$ cat src/include/srpc_pkg.sv
package srpc_pkg;
  // Register byte addresses
  localparam logic [11:0] SRPC_GATE_ADDR   = 12'h000;
  localparam logic [11:0] SRPC_PWR_ADDR    = 12'h004;
  localparam logic [11:0] SRPC_WDOG_ADDR   = 12'h008;
  localparam logic [11:0] SRPC_STAT_ADDR   = 12'h00c;
  localparam logic [11:0] SRPC_CFG_ADDR    = 12'h010;
  // Gate register fields
  localparam int SRPC_GATE_TIM1 = 3;
  localparam int SRPC_GATE_TIM0 = 2;
  localparam int SRPC_GATE_SER  = 1;
  localparam int SRPC_GATE_CONV = 0;
  localparam logic [3:0] SRPC_GATE_RST = 4'h0;
  // Power control fields
  localparam int SRPC_PWR_BSD   = 7;
  localparam int SRPC_PWR_SMHI  = 4;
  localparam int SRPC_PWR_SMLO  = 3;
  localparam int SRPC_PWR_BSU   = 2;
  // Watchdog control fields
  localparam int SRPC_WD_PHI    = 5;
  localparam int SRPC_WD_UNLK   = 4;
  localparam int SRPC_WD_EN     = 3;
  localparam int SRPC_WD_IE     = 6;
  localparam int SRPC_WD_IF     = 7;
  // Config register fields
  localparam int SRPC_CFG_BG    = 0;
  localparam int SRPC_CFG_CONV  = 1;
  localparam int SRPC_CFG_RESTART = 2;
  // Timing counts in system clock cycles, and the number of watchdog periods
  localparam logic [2:0] SRPC_UNLOCK_CYC  = 3'h4;
  localparam logic [1:0] SRPC_BSD_DLY_CYC = 2'h3;
  localparam logic [1:0] SRPC_BSD_ON_CYC  = 2'h3;
  localparam int SRPC_WD_PERIODS = 10;
  // Sleep modes
  typedef enum logic [3:0] {
    SRPC_SLP_IDLE    = 4'b0001,
    SRPC_SLP_NOISE   = 4'b0010,
    SRPC_SLP_PWRDOWN = 4'b0100,
    SRPC_SLP_STANDBY = 4'b1000
  } srpc_sleep_t;
  // Reset sequencer states
  typedef enum logic [2:0] {
    SRPC_RS_HOLD    = 3'b001,
    SRPC_RS_STRETCH = 3'b010,
    SRPC_RS_RUN     = 3'b100
  } srpc_rst_t;
endpackage

$ cat src/verilog/srpc_top.sv
// Our own choice: register access over APB.
`timescale 1ns/10ps
module srpc_top
  import srpc_pkg::*;
#(
  parameter int          DELAY_W       = 16,
  parameter logic        HAS_BOD_SLEEP = 1'b1,
  parameter int          WD_CNT_W      = 20
)(
  // Clock and reset
  input  wire logic                clock_i,
  input  wire logic                reset_i,
  // APB slave
  input  wire logic                psel_i,
  input  wire logic                penable_i,
  input  wire logic                pwrite_i,
  input  wire logic [11:0]         paddr_i,
  input  wire logic [31:0]         pwdata_i,
  output logic      [31:0]         prdata_o,
  output logic                     pready_o,
  output logic                     pslverr_o,
  // Reset sources and fuses
  input  wire logic                por_low_i,
  input  wire logic                ext_reset_n_i,
  input  wire logic                reset_pin_en_i,
  input  wire logic                bod_low_i,
  input  wire logic                bod_fuse_en_i,
  input  wire logic [DELAY_W-1:0]  startup_timeout_i,
  input  wire logic                wd_always_on_fuse_i,
  input  wire logic                wd_tick_i,
  input  wire logic                wd_restart_i,
  // Peripheral access from the core
  input  wire logic [3:0]          periph_access_i,
  // Outputs
  output logic                     core_reset_o,
  output logic                     port_reset_o,
  output logic [3:0]               periph_clk_en_o,
  output logic [3:0]               periph_access_ok_o,
  output logic                     bandgap_en_o,
  output logic [3:0]               sleep_mode_o,
  output logic                     bod_sleep_off_o,
  output logic                     wd_irq_o
);

  // Clocked state
  srpc_rst_t            rst_state_r;
  logic [DELAY_W-1:0]   delay_cnt_r;
  logic [3:0]           gate_r;
  logic [1:0]           sleep_sel_r;
  logic                 bsu_arm_r;
  logic [2:0]           bsu_win_r;
  logic [1:0]           bsd_dly_r;
  logic [1:0]           bsd_on_r;
  logic                 bsd_pend_r;
  logic                 bsd_act_r;
  logic                 bg_sel_r;
  logic                 conv_en_r;
  logic                 wd_en_r;
  logic                 wd_ie_r;
  logic                 wd_if_r;
  logic [3:0]           wd_per_r;
  logic                 wd_unlk_r;
  logic [2:0]           wd_unlk_cnt_r;
  logic [WD_CNT_W-1:0]  wd_cnt_r;
  logic                 wd_pulse_r;

  // Bus decode
  logic                 wr_en;
  logic                 rd_en;
  logic                 src_active;
  logic                 wd_expire;
  logic                 wd_run;
  logic [WD_CNT_W-1:0]  wd_limit;

  assign wr_en = psel_i && penable_i && pwrite_i;
  assign rd_en = psel_i && penable_i && !pwrite_i;

  // Watchdog timeout in ticks for each of the ten periods
  function automatic logic [WD_CNT_W-1:0] wd_period(input logic [3:0] sel);
    logic [3:0] s;
    s = (sel > 4'h9) ? 4'h9 : sel;
    wd_period = WD_CNT_W'(2048) << s;
  endfunction

  assign wd_limit  = wd_period(wd_per_r);
  assign wd_run    = wd_en_r || wd_ie_r || wd_always_on_fuse_i;
  assign wd_expire = wd_run && wd_tick_i && (wd_cnt_r >= wd_limit - 1'b1);

  // Combined reset sources: asynchronous inputs plus the registered watchdog pulse
  assign src_active = por_low_i
                   || (reset_pin_en_i && !ext_reset_n_i)
                   || (bod_fuse_en_i && bod_low_i)
                   || wd_pulse_r;

  // Reset stretch sequencer
  always_ff @(posedge clock_i)
  begin
    if (reset_i)
    begin
      rst_state_r <= SRPC_RS_HOLD;
      delay_cnt_r <= '0;
    end
    else if (src_active)
    begin
      rst_state_r <= SRPC_RS_HOLD;
      delay_cnt_r <= '0;
    end
    else
    begin
      case (rst_state_r)
        SRPC_RS_HOLD:
        begin
          rst_state_r <= SRPC_RS_STRETCH;
          delay_cnt_r <= '0;
        end
        SRPC_RS_STRETCH:
        begin
          if (delay_cnt_r >= startup_timeout_i)
            rst_state_r <= SRPC_RS_RUN;
          else
            delay_cnt_r <= delay_cnt_r + 1'b1;
        end
        SRPC_RS_RUN:
          rst_state_r <= SRPC_RS_RUN;
        default:
          rst_state_r <= SRPC_RS_HOLD;
      endcase
    end
  end

  // Internal reset level and registered port reset
  logic chip_rst;
  assign chip_rst = reset_i || (rst_state_r != SRPC_RS_RUN);

  always_ff @(posedge clock_i)
  begin
    core_reset_o <= reset_i || src_active || (rst_state_r != SRPC_RS_RUN);
    port_reset_o <= reset_i || src_active;
  end

  // Gate register
  always_ff @(posedge clock_i)
  begin
    if (chip_rst)
      gate_r <= SRPC_GATE_RST;
    else if (wr_en && paddr_i == SRPC_GATE_ADDR)
      gate_r <= pwdata_i[3:0];
  end

  // Sleep selector and brownout sleep unlock sequence
  logic pwr_wr;
  assign pwr_wr = wr_en && paddr_i == SRPC_PWR_ADDR;

  always_ff @(posedge clock_i)
  begin
    if (chip_rst)
    begin
      sleep_sel_r <= 2'h0;
      bsu_arm_r   <= 1'b0;
      bsu_win_r   <= 3'h0;
      bsd_pend_r  <= 1'b0;
      bsd_dly_r   <= 2'h0;
      bsd_act_r   <= 1'b0;
      bsd_on_r    <= 2'h0;
    end
    else
    begin
      if (pwr_wr)
        sleep_sel_r <= pwdata_i[SRPC_PWR_SMHI:SRPC_PWR_SMLO];
      if (pwr_wr && HAS_BOD_SLEEP && pwdata_i[SRPC_PWR_BSU]
          && pwdata_i[SRPC_PWR_BSD])
      begin
        bsu_arm_r <= 1'b1;
        bsu_win_r <= SRPC_UNLOCK_CYC;
      end
      else if (pwr_wr && bsu_arm_r && pwdata_i[SRPC_PWR_BSD])
      begin
        bsu_arm_r  <= 1'b0;
        bsd_pend_r <= 1'b1;
        bsd_dly_r  <= SRPC_BSD_DLY_CYC;
      end
      else if (bsu_win_r != 3'h0)
      begin
        bsu_win_r <= bsu_win_r - 3'h1;
        if (bsu_win_r == 3'h1)
          bsu_arm_r <= 1'b0;
      end
      if (bsd_pend_r)
      begin
        if (bsd_dly_r == 2'h1)
        begin
          bsd_pend_r <= 1'b0;
          bsd_act_r  <= 1'b1;
          bsd_on_r   <= SRPC_BSD_ON_CYC;
        end
        else
          bsd_dly_r <= bsd_dly_r - 2'h1;
      end
      else if (bsd_act_r)
      begin
        if (bsd_on_r == 2'h1)
          bsd_act_r <= 1'b0;
        else
          bsd_on_r <= bsd_on_r - 2'h1;
      end
    end
  end

  // Config register: comparator bandgap select, converter enable
  always_ff @(posedge clock_i)
  begin
    if (chip_rst)
    begin
      bg_sel_r  <= 1'b0;
      conv_en_r <= 1'b0;
    end
    else if (wr_en && paddr_i == SRPC_CFG_ADDR)
    begin
      bg_sel_r  <= pwdata_i[SRPC_CFG_BG];
      conv_en_r <= pwdata_i[SRPC_CFG_CONV];
    end
  end

  // Watchdog control with timed change sequences
  logic wd_wr;
  logic [3:0] wd_per_new;
  assign wd_wr = wr_en && paddr_i == SRPC_WDOG_ADDR;
  assign wd_per_new = {pwdata_i[SRPC_WD_PHI], pwdata_i[2:0]};

  always_ff @(posedge clock_i)
  begin
    if (chip_rst)
    begin
      wd_en_r       <= 1'b0;
      wd_ie_r       <= 1'b0;
      wd_per_r      <= 4'h0;
      wd_unlk_r     <= 1'b0;
      wd_unlk_cnt_r <= 3'h0;
    end
    else
    begin
      if (wd_wr && pwdata_i[SRPC_WD_UNLK] && pwdata_i[SRPC_WD_EN])
      begin
        wd_unlk_r     <= 1'b1;
        wd_unlk_cnt_r <= SRPC_UNLOCK_CYC;
        wd_en_r       <= 1'b1;
        wd_ie_r       <= pwdata_i[SRPC_WD_IE];
      end
      else
      begin
        if (wd_unlk_cnt_r != 3'h0)
        begin
          wd_unlk_cnt_r <= wd_unlk_cnt_r - 3'h1;
          if (wd_unlk_cnt_r == 3'h1)
            wd_unlk_r <= 1'b0;
        end
        if (wd_wr)
        begin
          wd_ie_r <= pwdata_i[SRPC_WD_IE];
          if (pwdata_i[SRPC_WD_EN])
            wd_en_r <= 1'b1;
          else if (wd_unlk_r && !wd_always_on_fuse_i)
            wd_en_r <= 1'b0;
          if (wd_unlk_r || !wd_always_on_fuse_i)
            wd_per_r <= wd_per_new;
        end
        else if (wd_expire && (wd_en_r || wd_always_on_fuse_i) && wd_ie_r)
          wd_ie_r <= 1'b0;
      end
    end
  end

  // Watchdog counter, pulse and interrupt flag
  always_ff @(posedge clock_i)
  begin
    if (chip_rst)
      wd_cnt_r <= '0;
    else if (wd_restart_i || !(wd_run || wd_always_on_fuse_i))
      wd_cnt_r <= '0;
    else if (wd_expire)
      wd_cnt_r <= '0;
    else if (wd_tick_i)
      wd_cnt_r <= wd_cnt_r + 1'b1;
  end

  always_ff @(posedge clock_i)
  begin
    if (reset_i)
      wd_pulse_r <= 1'b0;
    else
      wd_pulse_r <= wd_expire && (wd_en_r || wd_always_on_fuse_i)
                    && !wd_ie_r;
  end

  always_ff @(posedge clock_i)
  begin
    if (chip_rst)
      wd_if_r <= 1'b0;
    else if (wd_expire && wd_ie_r)
      wd_if_r <= 1'b1;
    else if (wd_wr && pwdata_i[SRPC_WD_IF])
      wd_if_r <= 1'b0;
  end

  // Peripheral outputs, bandgap and sleep mode
  always_ff @(posedge clock_i)
  begin
    periph_clk_en_o    <= ~gate_r;
    periph_access_ok_o <= periph_access_i & ~gate_r;
    bandgap_en_o       <= bod_fuse_en_i || bg_sel_r
                          || (conv_en_r && !gate_r[SRPC_GATE_CONV]);
    bod_sleep_off_o    <= bsd_act_r;
    wd_irq_o           <= wd_if_r;
    case (sleep_sel_r)
      2'h0:    sleep_mode_o <= SRPC_SLP_IDLE;
      2'h1:    sleep_mode_o <= SRPC_SLP_NOISE;
      2'h2:    sleep_mode_o <= SRPC_SLP_PWRDOWN;
      default: sleep_mode_o <= SRPC_SLP_STANDBY;
    endcase
  end

  // APB read data and response, zero wait states
  always_ff @(posedge clock_i)
  begin
    if (reset_i)
    begin
      prdata_o  <= 32'h0;
      pready_o  <= 1'b0;
      pslverr_o <= 1'b0;
    end
    else
    begin
      pready_o  <= psel_i && !penable_i;
      pslverr_o <= 1'b0;
      prdata_o  <= 32'h0;
      if (psel_i && !penable_i)
      begin
        if (paddr_i == SRPC_GATE_ADDR)
          prdata_o <= {28'h0, gate_r};
        else if (paddr_i == SRPC_PWR_ADDR)
          prdata_o <= {24'h0, bsd_act_r, 2'h0, sleep_sel_r,
                       HAS_BOD_SLEEP & bsu_arm_r, 2'h0};
        else if (paddr_i == SRPC_WDOG_ADDR)
          prdata_o <= {24'h0, wd_if_r, wd_ie_r, wd_per_r[3], wd_unlk_r,
                       wd_en_r | wd_always_on_fuse_i, wd_per_r[2:0]};
        else if (paddr_i == SRPC_STAT_ADDR)
          prdata_o <= {29'h0, rst_state_r};
        else if (paddr_i == SRPC_CFG_ADDR)
          prdata_o <= {30'h0, conv_en_r, bg_sel_r};
        else
          pslverr_o <= 1'b1;
      end
    end
  end

endmodule

$ cat config.mk
export PLATFORM = sky130hd
export DESIGN_NAME = srpc_top
export DESIGN_NICKNAME = d
export VERILOG_FILES = /design/src/include/srpc_pkg.sv /design/src/verilog/srpc_top.sv
export SDC_FILE = /design/constraint.sdc
export NUM_CORES = 1
export LEC_CHECK = 0
export BUFFER_PORTS_ARGS = -buffer_cell sky130_fd_sc_hd__buf_2
export CORE_MARGIN = 3
export CORE_UTILIZATION = 48
export CTS_BUF_LIST = sky130_fd_sc_hd__clkbuf_16
export CTS_CLUSTER_DIAMETER = 50
export DETAILED_ROUTE_END_ITERATION = 6
export PLACE_DENSITY = 0.73
export RECOVER_POWER = 50
export SETUP_SLACK_MARGIN = 0.02
export SYNTH_ARGS = -nofsm -noshare
export SYNTH_HDL_FRONTEND = slang
export SYNTH_SLANG_ARGS = --single-unit
$ cat constraint.sdc
create_clock -name clock_i -period 2.9 [get_ports clock_i]
set_input_delay 0 -clock clock_i [delete_from_list [all_inputs] [get_ports clock_i]]
set_output_delay 0 -clock clock_i [all_outputs]
set_load 0.01 [all_outputs]
==> results of run 1 <==
repair_timing:
action	in CTS	in global routing
hold endpoints to repair	21	0
resized for setup	10	17
pin swaps	21	23
hold buffers	16	0
buffers inserted	1	0
cloned	2	1
setup endpoints to repair	20	22
worst max-delay path: cells and delay by family (launching register included):
kind / cells / cell delay [ns]
AND/OR/NAND/NOR: 4 / 0.98
AO/OA/AOI/OAI: 5 / 0.79
adder cells (fa/ha/maj): 2 / 0.48
flip-flops: 1 / 0.34
multiplexers: 1 / 0.28
metal layers:
| metal | global-route usage | vias to the layer above | wire length, microns |
|---|---|---|---|
| met5 | 0 | - | 0 |
| met4 | 0.0757 | 0 | 127 |
| met3 | 0.0266 | 14 | 585 |
| met2 | 0.335 | 129 | 5810 |
| met1 | 0.253 | 2085 | 5260 |
| li1 | - | 2204 | - |
power groups by stage:
stage / logic, mW / clock network, mW / registers [mW]
2_1_floorplan: 0.101 / 0 / 1.36
3_3_place_gp: 0.133 / 0 / 1.36
5_1_grt: 0.174 / 1.32 / 1.33
6_report: 0.157 / 1.25 / 1.33
4_1_cts: 0.156 / 1.26 / 1.33
3_5_place_dp: 0.136 / 0 / 1.36
placed cells by master, fill, tap and decap left out, types with 3 or more instances in the layout:
cell type       n
conb_1         24
or3_1           4
xor2_1         14
nand2b_1        4
dfxtp_1        92
a22oi_1         5
ha_1           36
nand3_1        27
nor3_1          7
o2111ai_1      11
and3_1         14
nor2_2         12
and2_1          4
nor2_1         43
nand4_1        14
o211ai_1        4
or4_4           4
buf_4          12
a21o_1          4
xnor2_1        10
a211oi_1        4
nor3b_1         3
a2111o_1       11
nor2b_1        10
dlygate4sd3_1  16
buf_2          50
dfxtp_2         4
nor4_1          5
and4_1          5
a21oi_1        29
clkbuf_1       29
o21ai_0        12
clkbuf_16       9
mux2i_1        11
nand2_1        49
inv_1          40
worst max-delay path by stage:
| stage | startpoint | end | cells after the start |
|---|---|---|---|
| 2_1_floorplan | wd_per_r[2] | wd_cnt_r[1] | 14 |
| 3_3_place_gp | wd_per_r[0] | wd_cnt_r[4] | 13 |
| 3_5_place_dp | wd_per_r[0] | wd_cnt_r[0] | 13 |
| 4_1_cts | wd_per_r[3] | wd_cnt_r[10] | 12 |
| 5_1_grt | wd_per_r[2] | wd_cnt_r[8] | 12 |
| 6_report | wd_per_r[2] | wd_cnt_r[8] | 12 |
state kept, by name, indices dropped and copies added (netlist names), 2 cells and up, named ones only:
| register | flops |
|---|---|
| bsd_on_r | 2 |
| bsu_win_r | 3 |
| delay_cnt_r | 16 |
| gate_r | 4 |
| periph_access_ok_o | 4 |
| periph_clk_en_o | 4 |
| prdata_o | 8 |
| rst_state_r | 3 |
| sleep_mode_o | 4 |
| sleep_sel_r | 2 |
| wd_cnt_r | 20 |
| wd_per_r | 4 |
| wd_unlk_cnt_r | 3 |
per-stage QoR:
stage	TNS [ns]	utilization
4_1_cts	0	0.604
3_3_place_gp	0	0.551
3_5_place_dp	-2.38	0.551
6_report	-0.0896	0.606
2_1_floorplan	0	-
5_1_grt	-2.25	0.606
cell families (layout without fill, tap and decap cells):
| group | Yosys count | count (layout) | synth area share |
|---|---|---|---|
| simple gates | 218 | 221 | 0.218 |
| flops | 96 | 96 | 0.380 |
| mux | 14 | 14 | 0.0307 |
| compound gates | 102 | 102 | 0.148 |
| fa+ha+maj | 37 | 37 | 0.0915 |
| xor+xnor | 24 | 24 | 0.0415 |
| other cells | 1 | 24 | 0.000741 |
| buf+inv | 91 | 163 | 0.0897 |
area by class of cell:
class | count | area share
multi-input combinational | 422 | 0.477
sequential | 96 | 0.318
timing repair buffer | 107 | 0.101
clock buffer | 9 | 0.0372
tap | 133 | 0.0275
inverter | 40 | 0.0248
clock inverter | 7 | 0.0157
==> flow_metrics.py, run 1 <==
metrics = {
    "global_route": {
        "grt_max_degree": 30,
        "grt_usage": 0.197,
        "gr-total-overflow": 0,
        "grt_pass1_vias": 4219,
        "grt_pass1_wl_microns": 19000,
        "antenna_found_initial": 0,
    },
    "floorplanning": {
        "num_rows": 36,
        "die_area_sq_um": 11800,
        "die_height_microns": 109,
        "fp.dieW_microns": 109,
        "core_region_area_sq_um": 10000,
        "start_util": 0.506,
        "ios": 128,
    },
    "drt": {
        "wl_microns": 11800,
        "drc": 0,
        "wl_per_cell_microns": 14.5,
        "drt_iter0_markers": 214,
        "dr.pass1.iters": 5,
        "vias": 4432,
        "drt.antenna.violating_nets": 0,
        "detail_route.vias_per_cell": 5.44,
    },
    "pwr": {
        "p_clk_frac": 0.456,
        "combPwrFrac": 0.057,
        "p_sw_mw": 0.647,
        "irDropWorstVdd_v": 0.000323,
        "leakage_nw": 2.44,
        "p_total_mw": 2.73,
        "p_seq_frac": 0.487,
        "p_int_mw": 2.09,
        "power.density_nw_per_um2": 451,
        "switching_share": 0.237,
    },
    "hold_path": {
        "holdPathStages": 4,
        "hold_path_class": "in -> reg",
        "hold_start": "pwdata_i[7]",
        "min_to": "wd_if_r",
    },
    "timing": {
        "setup_viol": 5,
        "drv_slew": 0,
        "final-hold-violation-count": 0,
        "post-route-min-period_ns": 2.93,
        "fin_ws_ns": -0.0262,
        "worst_slew_pin_slew_ns": 1.09,
        "clock_skew_ns": 0.0107,
        "holdWs_ns": 0.0201,
        "slew_headroom": 0.267,
        "fin_crit_sh": 1.01,
        "fmax_ghz": 0.342,
        "rsz0062_at_grt": "yes",
    },
    "synth": {
        "syn_area_per_cell_sq_um": 8.68,
        "netlist_top_cells_area": "dfxtp_1 38%, ha_1 9.1%, nor2_1 4.2%, nand2_1 3.7%, buf_4 3.6%",
        "seq_area_frac_synth": 0.380,
        "synth-edff-count": 0,
        "async_flop_share": 0,
        "synth_top_area_cell": "dfxtp_1",
        "ys_warn_count": 0,
        "synth_seq_cells": 96,
        "syn_area_sq_um": 5060,
        "syn_inst": 583,
        "synth_top_area_share": 0.380,
        "synthTopCellsByCount": "96 x dfxtp_1, 56 x nor2_1, 50 x nand2_1, 40 x inv_1, 37 x ha_1",
        "synth_ff_type": "dfxtp_1",
        "yosysMostFrequentCell": "dfxtp_1",
        "synthDistinctLibCells": 60,
    },
    "placed_design": {
        "gp_congestion": 0.812,
        "pre_cts_ws_ns": -0.130,
        "placed_cell_area_sq_um": 5510,
        "dp_hpwl_microns": 8250,
        "dp_cells": 778,
        "io_buffer_count": 79,
    },
    "run": {
        "maxCapViolCount": 0,
    },
    "clocking": {
        "cts.path.max_buffers": 2,
        "cts_tree": "done",
        "clock_latency_ns": 0.34,
        "htree_levels": 3,
        "cts_buffers": 9,
        "clk_pin_slew_ns": 0.08,
        "cts.sinks": 96,
        "cts_root_buf": "clkbuf_16",
    },
    "worst_setup_path": {
        "reg2reg_depth": 12,
        "max_stage_delay_ns": 0.61,
        "path_class": "reg -> reg",
        "r2r_end": "wd_cnt_r[8]",
        "crit_slowest_cell": "or4_4",
        "reg2reg_from": "wd_per_r[2]",
        "crit_chain": "nor2_4 > nand3b_1 > ha_4 > mux2_4 > a32oi_2 > ha_1 > a21o_1 > a21oi_2 > a2bb2oi_2 > o21ai_4 > or4_4 > nor2_1",
        "end_kind": "flop",
        "cp-start-kind": "flop",
        "required_ns": 3.18,
        "crit_path_max_fanout": 5,
        "crit_arrival_ns": 3.20,
        "r2r_slack_ns": -0.03,
    },
    "final_layout": {
        "final_cells": 814,
        "nets": 790,
        "fin_area_sq_um": 6060,
        "ff_latch_area_sq_um": 1930,
        "antenna_cells": 0,
        "multi_input_area_sq_um": 2890,
        "nFillCells": 882,
        "drive_above_1_share": 0.173,
        "area_growth_pct": 19.8,
    },
    "outcome": {
        "outcome": "finished with violations",
        "violations": "negative setup slack",
    },
}
Power figures use the tool's default switching activity.
==> run 2, diff against run 1 <==
--- a/config.mk
+++ b/config.mk
@@ -11,7 +11,7 @@
 export CTS_BUF_LIST = sky130_fd_sc_hd__clkbuf_16
 export CTS_CLUSTER_DIAMETER = 50
 export DETAILED_ROUTE_END_ITERATION = 6
-export PLACE_DENSITY = 0.73
+export PLACE_DENSITY = 0.76
 export RECOVER_POWER = 50
 export SETUP_SLACK_MARGIN = 0.02
 export SYNTH_ARGS = -nofsm -noshare
==> run 2 against run 1 <==
Effect of this change: the run still ends with negative setup slack left; combinational power barely moved; die area did not move; count of clock-buffer cells in the layout did not move; largest cell class unchanged; routed wire length rose by 1.9%; critical path depth did not move; flip-flop and latch count did not move; highest routed layer unchanged.
==> flow_metrics.py, run 2 (synthesis gave the netlist of run 1 again) <==
metrics = {
    "final_layout": {
        "largest_register_ffs": 20,
        "nFillCells": 887,
        "mostFrequentLayoutCell": "dfxtp_1",
        "area_growth_pct": 18.6,
        "mostFrequentLayoutCells": "94 x dfxtp_1, 50 x nor2_1, 50 x buf_2, 49 x nand2_1, 40 x inv_1",
        "ff_latch_area_sq_um": 1920,
        "multi_input_area_sq_um": 2860,
        "final_core_util": 0.600,
        "top_regs": "wd_cnt_r: 20 flops, delay_cnt_r: 16 flops, prdata_o: 8 flops",
        "largest-register": "wd_cnt_r",
        "antenna_cells": 0,
        "drive_above_1_share": 0.160,
        "fin_area_sq_um": 6000,
        "nets": 791,
    },
    "floorplanning": {
        "fp.dieW_microns": 109,
        "core_region_area_sq_um": 10000,
        "num_rows": 36,
        "die_height_microns": 109,
        "start_util": 0.506,
        "ios": 128,
        "die_area_sq_um": 11800,
    },
    "drt": {
        "wl_met1_microns": 5210,
        "wl_met2_microns": 5880,
        "dr.pass1.iters": 4,
        "wl_microns": 12000,
        "drc": 0,
        "wl_per_cell_microns": 14.7,
        "drt.antenna.violating_nets": 0,
        "detail_route.vias_per_cell": 5.52,
        "highest_layer": "met4",
        "wl_met3_microns": 687,
        "vias": 4499,
        "drt_iter0_markers": 218,
    },
    "timing": {
        "rsz0062_at_grt": "yes",
        "clock_skew_ns": 0.00764,
        "setup_viol": 16,
        "worst_slew_pin_slew_ns": 1.02,
        "fin_crit_sh": 1.01,
        "post-route-min-period_ns": 2.93,
        "fin_ws_ns": -0.0282,
        "slew_headroom": 0.312,
        "drv_slew": 0,
        "final-hold-violation-count": 0,
        "fmax_ghz": 0.342,
    },
    "worst_setup_path": {
        "crit_path_max_fanout": 5,
        "crit_arrival_ns": 3.21,
        "r2r_slack_ns": -0.03,
        "reg2reg_from": "wd_per_r[3]",
        "r2r_end": "wd_cnt_r[15]",
        "end_kind": "flop",
        "required_ns": 3.18,
        "reg2reg_depth": 12,
        "path_class": "reg -> reg",
        "cp-start-kind": "flop",
    },
    "pwr": {
        "p_total_mw": 2.63,
        "leakage_nw": 2.41,
        "power.density_nw_per_um2": 438,
        "irDropWorstVdd_v": 0.000242,
    },
    "global_route": {
        "grt_pass1_vias": 4315,
        "gr-total-overflow": 0,
        "grt_pass1_wl_microns": 19500,
        "grt_max_degree": 30,
        "grt_usage": 0.203,
        "antenna_found_initial": 0,
    },
    "clocking": {
        "cts_buffers": 9,
        "cts.sinks": 96,
        "clk_pin_slew_ns": 0.07,
        "htree_levels": 3,
        "cts_root_buf": "clkbuf_16",
        "cts.path.max_buffers": 2,
        "clock_latency_ns": 0.34,
        "cts_tree": "done",
    },
    "hold_path": {
        "hold_path_class": "in -> reg",
        "min_to": "bsu_arm_r",
        "hold_start": "pwdata_i[7]",
        "holdPathStages": 4,
    },
    "outcome": {
        "violations": "negative setup slack",
        "outcome": "finished with violations",
    },
    "placed_design": {
        "dp_hpwl_microns": 8300,
        "gp_congestion": 0.863,
        "placed_cell_area_sq_um": 5490,
        "io_buffer_count": 79,
    },
    "run": {
        "maxCapViolCount": 0,
    },
}
-- run 2: per-layer routing --
metal | global-route usage | vias to the layer above
li1 | - | 2215
met1 | 0.264 | 2116
met2 | 0.338 | 150
met3 | 0.0272 | 18
met4 | 0.0902 | 0
met5 | 0 | -
-- run 2: how the worst max path moves through the flow --
stage	startpoint	endpoint	slack, ns	depth (start not counted)
2_1_floorplan	wd_per_r[2]	wd_cnt_r[1]	0.002	14
3_3_place_gp	wd_per_r[0]	wd_cnt_r[4]	0.02	13
3_5_place_dp	wd_per_r[0]	wd_cnt_r[6]	-0.11	13
4_1_cts	wd_per_r[3]	wd_cnt_r[11]	0.03	12
5_1_grt	wd_per_r[3]	wd_cnt_r[15]	-0.15	12
6_report	wd_per_r[3]	wd_cnt_r[15]	-0.03	12
-- run 2: final cells by class --
type	instances	area share
Timing Repair Buffer	108	0.103
Clock inverter	7	0.0102
Tap cell	133	0.0277
Clock buffer	9	0.0375
Sequential cell	96	0.321
Inverter	40	0.0250
Multi-Input combinational cell	422	0.476
-- run 2: power breakdown --
part / leakage, nW / switching [mW] / internal (mW) / total, mW
Sequential: 0.777 / 0.00537 / 1.32 / 1.33
Combinational: 1.50 / 0.0913 / 0.0649 / 0.156
Clock: 0.142 / 0.546 / 0.600 / 1.15
-- run 2: timing repair --
item | CTS | global route
endpoints found under the hold margin | 22 | 0
pin swaps | 10 | 4
hold buffers | 16 | 0
cloned | 2 | 1
setup buffers | 4 | 0
gates resized for setup | 11 | 5
endpoints found under the setup margin | 20 | 21
-- run 2: worst max-delay path, cell delays in order (launching register included) --
cell and delay, ns:
dfxtp_2 0.34, nor2_4 0.14, nand3b_1 0.13, ha_4 0.20, mux2_2 0.27, a32oi_2 0.18
ha_1 0.27, a21o_1 0.18, a21oi_2 0.15, a2bb2oi_2 0.17, o21ai_2 0.11, or4_4 0.61
nor2_2 0.13
-- run 2: through the flow --
| step | worst slack (ns) | TNS (ns) | instances | hold WS [ns] |
|---|---|---|---|---|
| finish | -0.0282 | -0.219 | 815 | 0.0110 |
| global placement | 0.0188 | 0 | 776 | 0.213 |
| global route | -0.152 | -2.54 | 815 | 0.0572 |
| detailed placement | -0.108 | -1.91 | 776 | 0.219 |
| CTS | 0.0280 | 0 | 814 | 0.00572 |
| floorplan | 0.00157 | 0 | 606 | 0.0759 |
